$ cat config.mk
export PLATFORM = sky130hd
export DESIGN_NAME = flacu_dev_flat
export DESIGN_NICKNAME = d
export VERILOG_FILES = /design/src/logic/flacu_pkg.sv /design/src/logic/flacu_if.sv /design/src/logic/flacu_dev.sv /design/src/flat_wrapper.sv
export SDC_FILE = /design/constraint.sdc
export NUM_CORES = 1
export LEC_CHECK = 0
export BUFFER_PORTS_ARGS = -buffer_cell sky130_fd_sc_hd__buf_2
export CELL_PAD_IN_SITES_DETAIL_PLACEMENT = 1
export CELL_PAD_IN_SITES_GLOBAL_PLACEMENT = 1
export CORE_MARGIN = 2
export CORE_UTILIZATION = 34
export CTS_BUF_LIST = sky130_fd_sc_hd__clkbuf_2
export DETAILED_ROUTE_END_ITERATION = 12
export PLACE_DENSITY_LB_ADDON = 0.08
export SLEW_MARGIN = 30
export SYNTH_ARGS = -nofsm -noshare
export SYNTH_HDL_FRONTEND = slang
export SYNTH_SLANG_ARGS = --single-unit
$ cat constraint.sdc
create_clock -name CLK -period 3 [get_ports CLK]
set_clock_uncertainty 0.1 [all_clocks]
set_input_delay 0.3 -clock CLK [delete_from_list [all_inputs] [get_ports CLK]]
set_output_delay 0.3 -clock CLK [all_outputs]
set_load 0.02 [all_outputs]
$ cat src/logic/flacu_pkg.sv
package flacu_pkg;
  localparam int ADDR_W = 8;
  localparam int DATA_W = 32;
  localparam int LAT_W = 2;
  localparam int CNT_W = 2;

  // ----------------------------------------
  // register offsets
  // ----------------------------------------
  localparam logic [ADDR_W-1:0] OFF_ACCESS_CONTROL = 8'h00;
  localparam logic [ADDR_W-1:0] OFF_UNLOCK_KEY = 8'h04;
  localparam logic [ADDR_W-1:0] OFF_FLASH_CONTROL = 8'h10;
  localparam logic [ADDR_W-1:0] OFF_TARGET_ADDRESS = 8'h14;
  localparam logic [ADDR_W-1:0] OFF_OPTION_BYTE_IMAGE = 8'h1C;
  localparam logic [ADDR_W-1:0] OFF_WRITE_PROTECT_IMAGE = 8'h20;
  localparam logic [ADDR_W-1:0] OFF_ECC_VALUE = 8'h24;

  // ----------------------------------------
  // field layout and reset values
  // ----------------------------------------
  localparam int AC_LAT_LSB = 0;
  localparam int AC_PREFETCH_ON_BIT = 4;
  localparam int AC_PREFETCH_ACTIVE_BIT = 5;
  localparam int CTRL_LOCK_BIT = 7;
  localparam logic [DATA_W-1:0] AC_RESET = 32'h0000_0030;
  localparam logic [DATA_W-1:0] AC_WRITABLE = 32'h0000_0013;
  localparam logic [DATA_W-1:0] CTRL_RESET = 32'h0000_0080;
  localparam logic [DATA_W-1:0] CTRL_WRITABLE = 32'h0000_17F7;
  localparam logic [DATA_W-1:0] ZERO_WORD = 32'h0000_0000;
  localparam logic [DATA_W-1:0] WORD_STEP = 32'h0000_0004;

  // ----------------------------------------
  // latency codes and wait counter values
  // ----------------------------------------
  localparam logic [LAT_W-1:0] LAT_ZERO_WAIT = 2'h0;
  localparam logic [LAT_W-1:0] LAT_ONE_WAIT = 2'h1;
  localparam logic [CNT_W-1:0] CNT_ZERO = 2'h0;
  localparam logic [CNT_W-1:0] CNT_ONE = 2'h1;

  // arbitrary value, not tied to any part
  localparam logic [DATA_W-1:0] UNLOCK_KEY_DEFAULT = 32'h5A5A_1234;

  typedef enum logic [1:0] {
    FLACU_F_IDLE = 2'b00,
    FLACU_F_WAIT = 2'b01
  } flacu_fetch_t;

  typedef enum logic [1:0] {
    FLACU_H_IDLE = 2'b00,
    FLACU_H_REG = 2'b01,
    FLACU_H_FETCH = 2'b10
  } flacu_host_t;
endpackage

$ cat src/logic/flacu_if.sv
`timescale 1ns/1ps
interface flacu_if;
  logic reg_sel;
  logic reg_wr;
  logic [flacu_pkg::ADDR_W-1:0] reg_addr;
  logic [flacu_pkg::DATA_W-1:0] reg_wdata;
  logic [flacu_pkg::DATA_W-1:0] reg_rdata;
  logic reg_ack;
  logic fetch_req;
  logic [flacu_pkg::DATA_W-1:0] fetch_addr;
  logic [flacu_pkg::DATA_W-1:0] fetch_rdata;
  logic fetch_ack;

  modport device (
    input reg_sel, reg_wr, reg_addr, reg_wdata, fetch_req, fetch_addr,
    output reg_rdata, reg_ack, fetch_rdata, fetch_ack
  );
  modport core (
    output reg_sel, reg_wr, reg_addr, reg_wdata, fetch_req, fetch_addr,
    input reg_rdata, reg_ack, fetch_rdata, fetch_ack
  );
endinterface

$ cat src/logic/flacu_dev.sv
`timescale 1ns/1ps
// How it works
// - two-bit latency sets wait cycles per access
// - code 00: no wait, core clock <=24MHz
// - code 01: one wait, up to 48MHz
// - bit 4 switches prefetch buffer on/off
// - read-only bit 5 shows prefetch actually active
// - access control resets with prefetch on, latency 0
// - key write releases the control lock bit
// - key register write-only, reads carry no meaning
// - software keeps reserved bits at reset values
// - control register resets with only lock set
module flacu_dev #(
  parameter logic [flacu_pkg::DATA_W-1:0] UNLOCK_KEY_VALUE =
    flacu_pkg::UNLOCK_KEY_DEFAULT
) (
  input wire logic CLK,
  input wire logic SRST,
  flacu_if.device BUS,
  input wire logic [flacu_pkg::DATA_W-1:0] FLASH_RDATA,
  input wire logic [flacu_pkg::DATA_W-1:0] OPTION_BYTE_IN,
  input wire logic [flacu_pkg::DATA_W-1:0] WRITE_PROTECT_IN,
  input wire logic [flacu_pkg::DATA_W-1:0] ECC_IN,
  output logic [flacu_pkg::DATA_W-1:0] FLASH_ADDR,
  output logic [flacu_pkg::DATA_W-1:0] CTRL_FIELDS,
  output logic LOCKED,
  output logic PREFETCH_ACTIVE
);
  // ----------------------------------------
  // register state
  // ----------------------------------------
  logic [flacu_pkg::LAT_W-1:0] lat_q, lat_d;
  logic prefetch_on_q, prefetch_on_d;
  logic prefetch_active_flag_q, prefetch_active_flag_d;
  logic [flacu_pkg::DATA_W-1:0] ctrl_q, ctrl_d;
  logic [flacu_pkg::DATA_W-1:0] taddr_q, taddr_d;
  logic [flacu_pkg::DATA_W-1:0] rdata_q, rdata_d;
  logic ack_q, ack_d;
  logic wr_en;

  assign wr_en = BUS.reg_sel && BUS.reg_wr && !ack_q;

  // ----------------------------------------
  // read images
  // ----------------------------------------
  // reserved bits read as zero, whatever the core wrote into them
  function automatic logic [flacu_pkg::DATA_W-1:0] ac_image(
      input logic [flacu_pkg::LAT_W-1:0] lat,
      input logic on,
      input logic active);
    logic [flacu_pkg::DATA_W-1:0] w;
    w = flacu_pkg::ZERO_WORD;
    w[flacu_pkg::AC_LAT_LSB +: flacu_pkg::LAT_W] = lat;
    w[flacu_pkg::AC_PREFETCH_ON_BIT] = on;
    w[flacu_pkg::AC_PREFETCH_ACTIVE_BIT] = active;
    return w;
  endfunction

  always_comb begin
    lat_d = lat_q;
    prefetch_on_d = prefetch_on_q;
    prefetch_active_flag_d = prefetch_on_q;
    ctrl_d = ctrl_q;
    taddr_d = taddr_q;
    rdata_d = rdata_q;
    ack_d = BUS.reg_sel && !ack_q;
    if (wr_en) begin
      if (BUS.reg_addr == flacu_pkg::OFF_ACCESS_CONTROL) begin
        lat_d = BUS.reg_wdata[flacu_pkg::AC_LAT_LSB +: flacu_pkg::LAT_W];
        prefetch_on_d = BUS.reg_wdata[flacu_pkg::AC_PREFETCH_ON_BIT];
      end else if (BUS.reg_addr == flacu_pkg::OFF_UNLOCK_KEY) begin
        if (BUS.reg_wdata == UNLOCK_KEY_VALUE) begin
          ctrl_d[flacu_pkg::CTRL_LOCK_BIT] = 1'b0;
        end
      end else if (BUS.reg_addr == flacu_pkg::OFF_FLASH_CONTROL) begin
        if (!ctrl_q[flacu_pkg::CTRL_LOCK_BIT]) begin
          ctrl_d = BUS.reg_wdata & flacu_pkg::CTRL_WRITABLE;
        end
      end else if (BUS.reg_addr == flacu_pkg::OFF_TARGET_ADDRESS) begin
        taddr_d = BUS.reg_wdata;
      end
    end
    if (BUS.reg_sel && !ack_q) begin
      rdata_d = flacu_pkg::ZERO_WORD;
      if (BUS.reg_addr == flacu_pkg::OFF_ACCESS_CONTROL) begin
        rdata_d = ac_image(lat_q, prefetch_on_q, prefetch_active_flag_q);
      end else if (BUS.reg_addr == flacu_pkg::OFF_UNLOCK_KEY) begin
        rdata_d = flacu_pkg::ZERO_WORD;
      end else if (BUS.reg_addr == flacu_pkg::OFF_FLASH_CONTROL) begin
        rdata_d = ctrl_q;
      end else if (BUS.reg_addr == flacu_pkg::OFF_TARGET_ADDRESS) begin
        rdata_d = taddr_q;
      end else if (BUS.reg_addr == flacu_pkg::OFF_OPTION_BYTE_IMAGE) begin
        rdata_d = OPTION_BYTE_IN;
      end else if (BUS.reg_addr == flacu_pkg::OFF_WRITE_PROTECT_IMAGE) begin
        rdata_d = WRITE_PROTECT_IN;
      end else if (BUS.reg_addr == flacu_pkg::OFF_ECC_VALUE) begin
        rdata_d = ECC_IN;
      end
    end
  end

  always_ff @(posedge CLK) begin
    if (SRST) begin
      lat_q <=
        flacu_pkg::AC_RESET[flacu_pkg::AC_LAT_LSB +: flacu_pkg::LAT_W];
      prefetch_on_q <= flacu_pkg::AC_RESET[flacu_pkg::AC_PREFETCH_ON_BIT];
      prefetch_active_flag_q <=
        flacu_pkg::AC_RESET[flacu_pkg::AC_PREFETCH_ACTIVE_BIT];
      ctrl_q <= flacu_pkg::CTRL_RESET;
      taddr_q <= flacu_pkg::ZERO_WORD;
      rdata_q <= flacu_pkg::ZERO_WORD;
      ack_q <= 1'b0;
    end else begin
      lat_q <= lat_d;
      prefetch_on_q <= prefetch_on_d;
      prefetch_active_flag_q <= prefetch_active_flag_d;
      ctrl_q <= ctrl_d;
      taddr_q <= taddr_d;
      rdata_q <= rdata_d;
      ack_q <= ack_d;
    end
  end

  // ----------------------------------------
  // fetch path
  // ----------------------------------------
  flacu_pkg::flacu_fetch_t fst_q, fst_d;
  logic [flacu_pkg::CNT_W-1:0] cnt_q, cnt_d;
  logic [flacu_pkg::DATA_W-1:0] faddr_q, faddr_d;
  logic [flacu_pkg::DATA_W-1:0] fdata_q, fdata_d;
  logic fack_q, fack_d;
  logic fvalid_q, fvalid_d;
  logic seq_hit;

  // only a next-word fetch hits; a jump always pays the full latency
  assign seq_hit = prefetch_active_flag_q && fvalid_q &&
                   (BUS.fetch_addr == faddr_q + flacu_pkg::WORD_STEP);

  always_comb begin
    fst_d = fst_q;
    cnt_d = cnt_q;
    faddr_d = faddr_q;
    fdata_d = fdata_q;
    fvalid_d = fvalid_q;
    fack_d = 1'b0;
    case (fst_q)
      flacu_pkg::FLACU_F_IDLE: begin
        if (BUS.fetch_req && !fack_q) begin
          faddr_d = BUS.fetch_addr;
          cnt_d = seq_hit ? flacu_pkg::CNT_ZERO : lat_q;
          fst_d = flacu_pkg::FLACU_F_WAIT;
        end
      end
      flacu_pkg::FLACU_F_WAIT: begin
        if (cnt_q == flacu_pkg::CNT_ZERO) begin
          fdata_d = FLASH_RDATA;
          fack_d = 1'b1;
          fvalid_d = 1'b1;
          fst_d = flacu_pkg::FLACU_F_IDLE;
        end else begin
          cnt_d = cnt_q - flacu_pkg::CNT_ONE;
        end
      end
      default: fst_d = flacu_pkg::FLACU_F_IDLE;
    endcase
    if (!prefetch_on_q) begin
      fvalid_d = 1'b0;
    end
  end

  always_ff @(posedge CLK) begin
    if (SRST) begin
      fst_q <= flacu_pkg::FLACU_F_IDLE;
      cnt_q <= flacu_pkg::CNT_ZERO;
      faddr_q <= flacu_pkg::ZERO_WORD;
      fdata_q <= flacu_pkg::ZERO_WORD;
      fack_q <= 1'b0;
      fvalid_q <= 1'b0;
    end else begin
      fst_q <= fst_d;
      cnt_q <= cnt_d;
      faddr_q <= faddr_d;
      fdata_q <= fdata_d;
      fack_q <= fack_d;
      fvalid_q <= fvalid_d;
    end
  end

  assign BUS.reg_rdata = rdata_q;
  assign BUS.reg_ack = ack_q;
  assign BUS.fetch_rdata = fdata_q;
  assign BUS.fetch_ack = fack_q;
  assign FLASH_ADDR = faddr_q;
  assign CTRL_FIELDS = ctrl_q;
  assign LOCKED = ctrl_q[flacu_pkg::CTRL_LOCK_BIT];
  assign PREFETCH_ACTIVE = prefetch_active_flag_q;
endmodule

$ cat src/flat_wrapper.sv
// flat-port wrapper written by rule: the top's interface ports become plain ports
module flacu_dev_flat 
#(
  parameter logic [flacu_pkg::DATA_W-1:0] UNLOCK_KEY_VALUE =
    flacu_pkg::UNLOCK_KEY_DEFAULT
)
  (CLK, SRST, FLASH_RDATA, OPTION_BYTE_IN, WRITE_PROTECT_IN, ECC_IN, FLASH_ADDR, CTRL_FIELDS, LOCKED, PREFETCH_ACTIVE, BUS_reg_sel, BUS_reg_wr, BUS_reg_addr, BUS_reg_wdata, BUS_fetch_req, BUS_fetch_addr, BUS_reg_rdata, BUS_reg_ack, BUS_fetch_rdata, BUS_fetch_ack);
  flacu_if BUS_i ();
  input wire logic CLK;
  input wire logic SRST;
  input wire logic [flacu_pkg::DATA_W-1:0] FLASH_RDATA;
  input wire logic [flacu_pkg::DATA_W-1:0] OPTION_BYTE_IN;
  input wire logic [flacu_pkg::DATA_W-1:0] WRITE_PROTECT_IN;
  input wire logic [flacu_pkg::DATA_W-1:0] ECC_IN;
  output logic [flacu_pkg::DATA_W-1:0] FLASH_ADDR;
  output logic [flacu_pkg::DATA_W-1:0] CTRL_FIELDS;
  output logic LOCKED;
  output logic PREFETCH_ACTIVE;
  input wire logic [$bits(BUS_i.reg_sel)-1:0] BUS_reg_sel;
  input wire logic [$bits(BUS_i.reg_wr)-1:0] BUS_reg_wr;
  input wire logic [$bits(BUS_i.reg_addr)-1:0] BUS_reg_addr;
  input wire logic [$bits(BUS_i.reg_wdata)-1:0] BUS_reg_wdata;
  input wire logic [$bits(BUS_i.fetch_req)-1:0] BUS_fetch_req;
  input wire logic [$bits(BUS_i.fetch_addr)-1:0] BUS_fetch_addr;
  output wire logic [$bits(BUS_i.reg_rdata)-1:0] BUS_reg_rdata;
  output wire logic [$bits(BUS_i.reg_ack)-1:0] BUS_reg_ack;
  output wire logic [$bits(BUS_i.fetch_rdata)-1:0] BUS_fetch_rdata;
  output wire logic [$bits(BUS_i.fetch_ack)-1:0] BUS_fetch_ack;
  assign BUS_i.reg_sel = BUS_reg_sel;
  assign BUS_i.reg_wr = BUS_reg_wr;
  assign BUS_i.reg_addr = BUS_reg_addr;
  assign BUS_i.reg_wdata = BUS_reg_wdata;
  assign BUS_i.fetch_req = BUS_fetch_req;
  assign BUS_i.fetch_addr = BUS_fetch_addr;
  assign BUS_reg_rdata = BUS_i.reg_rdata;
  assign BUS_reg_ack = BUS_i.reg_ack;
  assign BUS_fetch_rdata = BUS_i.fetch_rdata;
  assign BUS_fetch_ack = BUS_i.fetch_ack;
  flacu_dev #(.UNLOCK_KEY_VALUE(UNLOCK_KEY_VALUE)) u_core (.CLK(CLK), .SRST(SRST), .BUS(BUS_i), .FLASH_RDATA(FLASH_RDATA), .OPTION_BYTE_IN(OPTION_BYTE_IN), .WRITE_PROTECT_IN(WRITE_PROTECT_IN), .ECC_IN(ECC_IN), .FLASH_ADDR(FLASH_ADDR), .CTRL_FIELDS(CTRL_FIELDS), .LOCKED(LOCKED), .PREFETCH_ACTIVE(PREFETCH_ACTIVE));
endmodule
==> summary.md, run 1 <==
| Metric | Value |
|---|---|
| Die height | `151 um` |
| Fill cells | `2,635` |
| CP most frequent cell | `dlygate4sd3_1` |
| H-tree Lvls | `4` |
| Sequential area share after synthesis | `40.8%` |
| GPL Wtd Cong | `0.838` |
| Commonest non-fill, non-tap cells in the layout | `buf_2, dlygate4sd3_1, nand2_1` |
| Slew Limit Fails | `0` |
| Required time of the critical path | `around 3.6 ns` |
| Min Hold Slack | `0.127 ns` |
| CTS tree | `yes` |
| Design area | `12,000 um^2` |
| Row count | `between 50 and 60` |
| CTS Sinks | `149` |
| Total number of vias | `9,242` |
| WL per Instance | `18.7 um` |
| Most common cell after layout, fill and taps aside | `buf_2` |
| Combinational share of power | `22.3%` |
| WS Path Type | `primary input to register` |
| Die area | `22,700 um^2` |
| Maxcap violations | `0` |
| CP max FO | `22` |
| Leak Pwr | `5.22 nW` |
| Seq cells post-synth | `149` |
| Synth warn | `0` |
| Synth Instances | `950` |
| Later-pin clock latency in the skew report | `between 0.7 and 0.8 ns` |
| Net Sw Frac | `32.6%` |
| Placed cell area | `9230 um^2` |
| # DRC | `0` |
| Seq pwr share | `about 49%` |
| Post-route insts no fill | `1,794` |
| Iter 0 DRT Violations | `404` |
| Ys flop type | `dfxtp_1` |
| EDFF count, synth | `0` |
| Worst rel slew slack | `53.5%` |
| Syn-to-layout area delta | `63.7%` |
| PwrDens | `359 nW/um^2` |
| Tmin final | `2.93 ns` |
| Critical-path top delay cell | `dlygate4sd3_1` |
| Fmax | `~340 MHz` |
| Cell taking the most area after synthesis | `dfxtp_1` |
| Core area | `21,000 um^2` |
| Worst-margin pin slew | `roughly 0.70 ns` |
| Syn Area/Cell | `between 7 and 8 um^2` |
| Clock Power Share | `between 20 and 30%` |
| DPL Wire Length | `approximately 21 mm` |
| Crit path DAT | `3.52 ns` |
| Asr flop ratio synth | `0%` |
| Area share of the largest cell type after synthesis | `40.8%` |
| Int Power | `2.90 mW` |
| Mapped Area | `7300 um^2` |
| Startpoint types | `primary input` |
| Detailed Route WL | `around 34 mm` |
| Initial Util | `about a third` |
| Port bufs | `approximately 320` |
| First-pass GRT wire length | `51.6 mm` |
| Final Core Density | `56.9%` |
| Share of cells above drive strength 1 | `27.4%` |
| Multi-input gate area | `3990 um^2` |
| Via density | `about 5.2` |
| Status | `complete, no violations` |
| Number of setup violations in the final report | `0` |
| Synth cell types | `55` |
| Vias in the first global route | `9,966` |
| Crit path capture type | `register` |
| Net switching power | `1.40 mW` |
| Pin count of the biggest net entering global routing | `60` |
| FF+latch area | `2990 um^2` |
| Die width | `151 um` |
| Clk buf depth | `2` |
| Drt first pass iters | `7` |
| Worst-path clk slew | `0.24 ns` |
| Initial antenna violation count | `5` |
| Nets | `about 1,700` |
| Global-route usage over all layers | `29.2%` |
| Hold Crit Class | `primary input to register` |
| Setup Fix Bufs, Post-CTS | `0` |
| Final worst path period share | `97.7%` |
| Remaining Overflow, GRT | `0` |
| Largest cells by area after synthesis | `dfxtp_1, nand2_1, a21oi_1, a22oi_1, nor2_1` |
| Slowest stage delay, CP | `0.61 ns` |
| I/O pin cnt | `~340` |
| Worst path cell trace | `dlygate4sd3_1, buf_2, nor3_1, nand2_1, nor2_2, buf_4, a22oi_1, dlygate4sd3_1, a21oi_1, dlygate4sd3_1, a21oi_1, nor2_1` |
| Final hold vios | `0` |
| Clk root buf | `clkbuf_2` |
| CTS buffer count | `17` |
| Placed cell count | `roughly 1,500` |
| Post-route ant nets | `0` |
| Max VDD drop | `around 0.25 mV` |
| Setup TNS | `0 ns` |
[worst max-delay path: cells and delay by family]
family          cells  cell delay [ns]
buf+inv             5             2.21
compound gates      3             0.36
simple gates        4             0.65
[flip-flops by register name, summed over array words and instances, names as in the netlist]
signal	flops
u_core.BUS.fetch_rdata	32
u_core.BUS.reg_rdata	32
u_core.FLASH_ADDR	32
u_core.taddr_q	32
u_core.CTRL_FIELDS	11
u_core.cnt_q	2
u_core.lat_q	2
u_core.BUS.fetch_ack	1
u_core.BUS.reg_ack	1
u_core.PREFETCH_ACTIVE	1
u_core.fst_q	1
u_core.fvalid_q	1
u_core.prefetch_active_flag_d	1
[path summary, 6_finish.rpt]
path	from	cells after the start	slack [ns]	end
worst min-delay path	BUS_reg_addr[4]	5	0.13	u_core.BUS.reg_rdata[2]$_SDFFE_PP0P_
worst min register to register	u_core.taddr_q[5]$_SDFFE_PP0P_	2	0.38	u_core.taddr_q[5]$_SDFFE_PP0P_
worst max-delay path	BUS_reg_addr[7]	12	0.07	u_core.BUS.reg_rdata[21]$_SDFFE_PP0P_
worst max register to register	u_core.FLASH_ADDR[13]$_SDFFE_PP0P_	7	0.17	u_core.cnt_q[0]$_SDFFE_PP0P_
[metrics by stage]
step                      power, mW  worst slack, ns
after floorplan                2.56           0.0818
after global placement         2.87            0.136
after detailed placement       2.88           0.0816
after CTS                      4.31           0.0157
after global routing           4.52          -0.0127
final                          4.30           0.0676
[cell usage after synthesis (all sizes together), types with 7 or more instances]
cell type,count
nor4,11
buf,30
nor3,15
a21oi,154
inv,11
clkbuf,59
a222oi,15
mux2i,12
nand2,221
xor2,18
a22oi,56
nor2,67
nor4b,7
nand3,11
dfxtp,149
o21ai,8
nand4,9
xnor2,20
[final cells by class]
class,count,share of cell area (%)
diodes,8,0.167
clock buffers,19,0.795
clock inverters,13,1.24
inverters,11,0.345
multi-input cells,721,33.4
flip-flops and latches,149,25.0
well taps,275,2.88
repair buffers,598,36.2
[timing repair]
item                                    4_1_cts  5_1_grt
hold buffers                                241        0
resized for setup                             0       14
hold endpoints to repair                    144        0
endpoints found under the setup margin        0       32
[power by group through the flow]
stage	logic (mW)	clock network, mW	registers [mW]
floorplan	0.344	0	2.21
global placement	0.728	0	2.14
detailed placement	0.735	0	2.15
CTS	0.933	1.27	2.11
global route	1.04	1.36	2.13
finish	0.960	1.23	2.11
[layer usage]
layer / vias to the layer above / GRT usage [%] / routed length (um)
met1: 4443 / 31.5 / 12800
met3: 87 / 6.55 / 1800
met4: 0 / 12.7 / 1440
met5: - / 0 / 0
li1: 4406 / - / -
met2: 306 / 54.4 / 17600
[logic make-up after synthesis]
group,count (synthesis),synth area share [%]
simple gates,384,23.7
compound gates,261,22.1
flops,149,40.8
buf+inv,100,6.35
xor+xnor,38,4.56
mux,15,2.11
fa+ha+maj,2,0.343
other cells,1,0.0513
Power figures use the tool's default switching activity.
==> run 2: changes to the inputs <==
BUFFER_PORTS_ARGS = unset   (was -buffer_cell sky130_fd_sc_hd__buf_2)
CORE_UTILIZATION = 46   (was 34)
DONT_BUFFER_PORTS = 1   (was unset)
PLACE_DENSITY_LB_ADDON = 0.05   (was 0.08)
==> run 2 against run 1 <==
Against the previous run:
- the run now fails in clock tree synthesis
- area after synthesis did not move
- synthesized cell count unchanged
==> summary.md, run 2 <==
| Metric | Value |
|---|---|
| Status | `stopped before the end` |
| Last stage reached | `clock tree synthesis` |
| First Error | `[ERROR RSZ-0060] Max buffer count reached.` |
| I/O pin cnt | `roughly 340` |
| CTS resizes | `0` |
| Clk root buf | `clkbuf_2` |
| Area share of the largest cell type after synthesis | `40.8%` |
| EDFF count, synth | `0` |
| Cell taking the most area after synthesis | `dfxtp_1` |
| Die width | `approximately 130 um` |
| Seq cells post-synth | `149` |
| CTS Sinks | `149` |
| Synth top cells by count | `nand2_1, a21oi_1, dfxtp_1, nor2_1, clkbuf_1` |
| Ys flop type | `dfxtp_1` |
| Syn Area/Cell | `7.69 um^2` |
| Synth warn | `0` |
| Die height | `130 um` |
| Post-CTS Hold Buffers | `235` |
| H-tree Lvls | `4` |
| GPL Wtd Cong | `0.912` |
| Synth Instances | `950` |
| Clk buf depth | `2` |
| Row count | `46` |
| Port bufs | `0` |
| Most frequent cell after synthesis | `nand2_1` |
| CTS buffer count | `17` |
| Initial Util | `46.5%` |
| Synth cell types | `55` |
| Setup Fix Bufs, Post-CTS | `0` |
| Mapped Area | `7300 um^2` |
| Largest cells by area after synthesis | `dfxtp_1, nand2_1, a21oi_1, a22oi_1, nor2_1` |
| Asr flop ratio synth | `0%` |
| DPL Wire Length | `between 15 and 20 mm` |
| Sequential area share after synthesis | `roughly two fifths` |
[run 2: cell counts after synthesis]
Identical to the previous run, type by type.
[run 2: kinds of logic after synthesis]
group / share of synthesized area [%]
simple gates: 23.7
xor+xnor: 4.56
fa+ha+maj: 0.343
compound gates: 22.1
other cells: 0.0513
mux: 2.11
buf+inv: 6.35
flops: 40.8
[run 2: per-stage QoR]
step / std cells / setup WS (ns) / hold WS, ns / cell area, um^2 / util [%]
floorplan: 970 / 0.0818 / 0.336 / 7380 / -
global placement: 1140 / 0.269 / 0.280 / 7570 / 48.2
detailed placement: 1140 / 0.124 / 0.284 / 7570 / 48.2
==> run 3: changes to the inputs <==
CELL_PAD_IN_SITES_DETAIL_PLACEMENT = unset   (was 1)
CELL_PAD_IN_SITES_GLOBAL_PLACEMENT = unset   (was 1)
CORE_UTILIZATION = 40   (was 46)
CTS_BUF_LIST = unset   (was sky130_fd_sc_hd__clkbuf_2)
PLACE_DENSITY_LB_ADDON = 0.15   (was 0.05)
==> run 3 against run 2 <==
Against the previous run:
- the run now ends clean
==> summary.md, run 3 (same netlist as run 1, synthesis figures left out) <==
| Metric | Value |
|---|---|
| Status | `complete, no violations` |
| Tmin final | `roughly 2.8 ns` |
| Clk buf depth | `2` |
| Post-route insts no fill | `1,287` |
| Remaining Overflow, GRT | `0` |
| Detailed Route WL | `25.2 mm` |
| Required time of the critical path | `3.26 ns` |
| Post-route ant nets | `0` |
| CP Depth | `8` |
| CP most frequent cell | `a21oi_1` |
| Total number of vias | `7,206` |
| Drt first pass iters | `7` |
| Max VDD drop | `around 0.38 mV` |
| Vias in the first global route | `7,007` |
| Slew Limit Fails | `0` |
| Iter 0 DRT Violations | `520` |
| R2R cell count | `8` |
| Worst rel slew slack | `47.7%` |
| Min Hold Slack | `0.0360 ns` |
| Worst-path clk slew | `0.07 ns` |
| Initial antenna violation count | `0` |
| Initial Util | `40.7%` |
| # DRC | `0` |
| Worst-margin pin slew | `0.780 ns` |
| Port bufs | `0` |
| PwrDens | `roughly 520 nW/um^2` |
| Syn-to-layout area delta | `25.6%` |
| Clk root buf | `clkbuf_16` |
| Number of setup violations in the final report | `0` |
| RSZ-0062 raised after global routing | `no` |
| Via density | `5.60` |
| Placed cell count | `1,157` |
| CTS resizes | `0` |
| GPL Wtd Cong | `between 0.8 and 0.9` |
| Hold path depth | `3` |
| Setup TNS | `0 ns` |
| Final hold vios | `0` |
| Maxcap violations | `0` |
| Critical-path top delay cell | `a31oi_1` |
| Die area | `19,400 um^2` |
| Placed cell area | `~7600 um^2` |
| Share of cells above drive strength 1 | `roughly 9.3%` |
| First-pass GRT wire length | `38.6 mm` |
| Crit path DAT | `3.03 ns` |
| Fill cells | `1,760` |
| Global-route usage over all layers | `25.0%` |
| Row count | `49` |
| CP max FO | `21` |
| Leak Pwr | `3.29 nW` |
| Diode count | `0` |
| Hold Crit Class | `primary input to register` |
| CTS Sinks | `between 100 and 150` |
| Fmax | `~360 MHz` |
| Crit path capture type | `register` |
| Power Total | `4.77 mW` |
| I/O pin cnt | `337` |
| Most common cell after layout, fill and taps aside | `nand2_1` |
| Pin count of the biggest net entering global routing | `about 150` |
| WL per Instance | `19.6 um` |
| Nets | `1,252` |
| Design area | `9170 um^2` |
| Startpoint types | `register` |
| Buf+Inv Stages, Crit Path | `2` |
| Final worst path period share | `92.4%` |
| Top delay family on crit path | `compound AO/OA/AOI/OAI gates` |
| CTS tree | `yes` |
| Core area | `18,000 um^2` |
| CTS buffer count | `17` |
| H-tree Lvls | `4` |
| WS Path Type | `register to register` |
| Commonest non-fill, non-tap cells in the layout | `nand2_1, a21oi_1, dfxtp_1` |
| Die width | `139 um` |
| Worst path cell trace | `nand2b_2, a31oi_1, nand2_1, buf_4, a21oi_1, a21oi_1, nor2_1, dlygate4sd3_1` |
| Later-pin clock latency in the skew report | `0.42 ns` |
| Die height | `139 um` |
| DPL Wire Length | `roughly 17 mm` |
| Slowest stage delay, CP | `0.63 ns` |
[run 3: area by class of cell]
| type | count | area [um^2] | share of cell area, % |
|---|---|---|---|
| Tap cell | 229 | 287 | 3.12 |
| Timing Repair Buffer | 145 | 1350 | 14.7 |
| Clock buffer | 18 | 439 | 4.79 |
| Clock inverter | 14 | 116 | 1.27 |
| Inverter | 11 | 41.3 | 0.450 |
| Sequential cell | 149 | 2980 | 32.5 |
| Multi-Input combinational cell | 721 | 3950 | 43.1 |
[run 3: power by group]
| part | internal, mW | switching (mW) | leakage, nW | total, mW |
|---|---|---|---|---|
| clock network | 1.10 | 0.931 | 0.262 | 2.03 |
| registers | 2.04 | 0.106 | 1.21 | 2.15 |
| logic | 0.242 | 0.344 | 1.82 | 0.586 |
| total | 3.39 | 1.38 | 3.29 | 4.77 |
[run 3: worst reg2reg max path: stages (launching register included)]
cell,delay [ns]
dfxtp_1,0.40
nand2b_2,0.33
a31oi_1,0.64
nand2_1,0.14
buf_4,0.25
a21oi_1,0.16
a21oi_1,0.05
nor2_1,0.09
dlygate4sd3_1,0.56
[run 3: layer usage]
metal / share of wire, % / GRT usage [%]
met5: 0 / 0
met4: 2.2 / 8.19
met3: 9.1 / 8.60
met2: 49 / 42.7
met1: 40 / 29.4
[run 3: path summary, 6_finish.rpt]
path                                                startpoint                                          to  slack [ns]
worst max-delay path             u_core.BUS.reg_ack$_SDFF_PP0_       u_core.BUS.reg_rdata[22]$_SDFFE_PP0P_        0.23
worst min-delay path                          BUS_reg_wdata[4]  u_core.prefetch_active_flag_d$_SDFFE_PP1P_        0.04
worst max register to register   u_core.BUS.reg_ack$_SDFF_PP0_       u_core.BUS.reg_rdata[22]$_SDFFE_PP0P_        0.23
worst min register to register  u_core.taddr_q[5]$_SDFFE_PP0P_              u_core.taddr_q[5]$_SDFFE_PP0P_        0.36
[run 3: per-stage QoR]
step                      setup WS (ns)  util [%]
after CTS                         0.230      51.1
final                             0.227      51.1
after detailed placement          0.231      42.4
after global placement            0.262      42.4
after floorplan                  0.0818         -
after global routing             0.0497      51.1
[run 3: repair_timing]
action	CTS	global route
hold buffers	98	0
buffers inserted	0	0
endpoints found under the hold margin	149	0
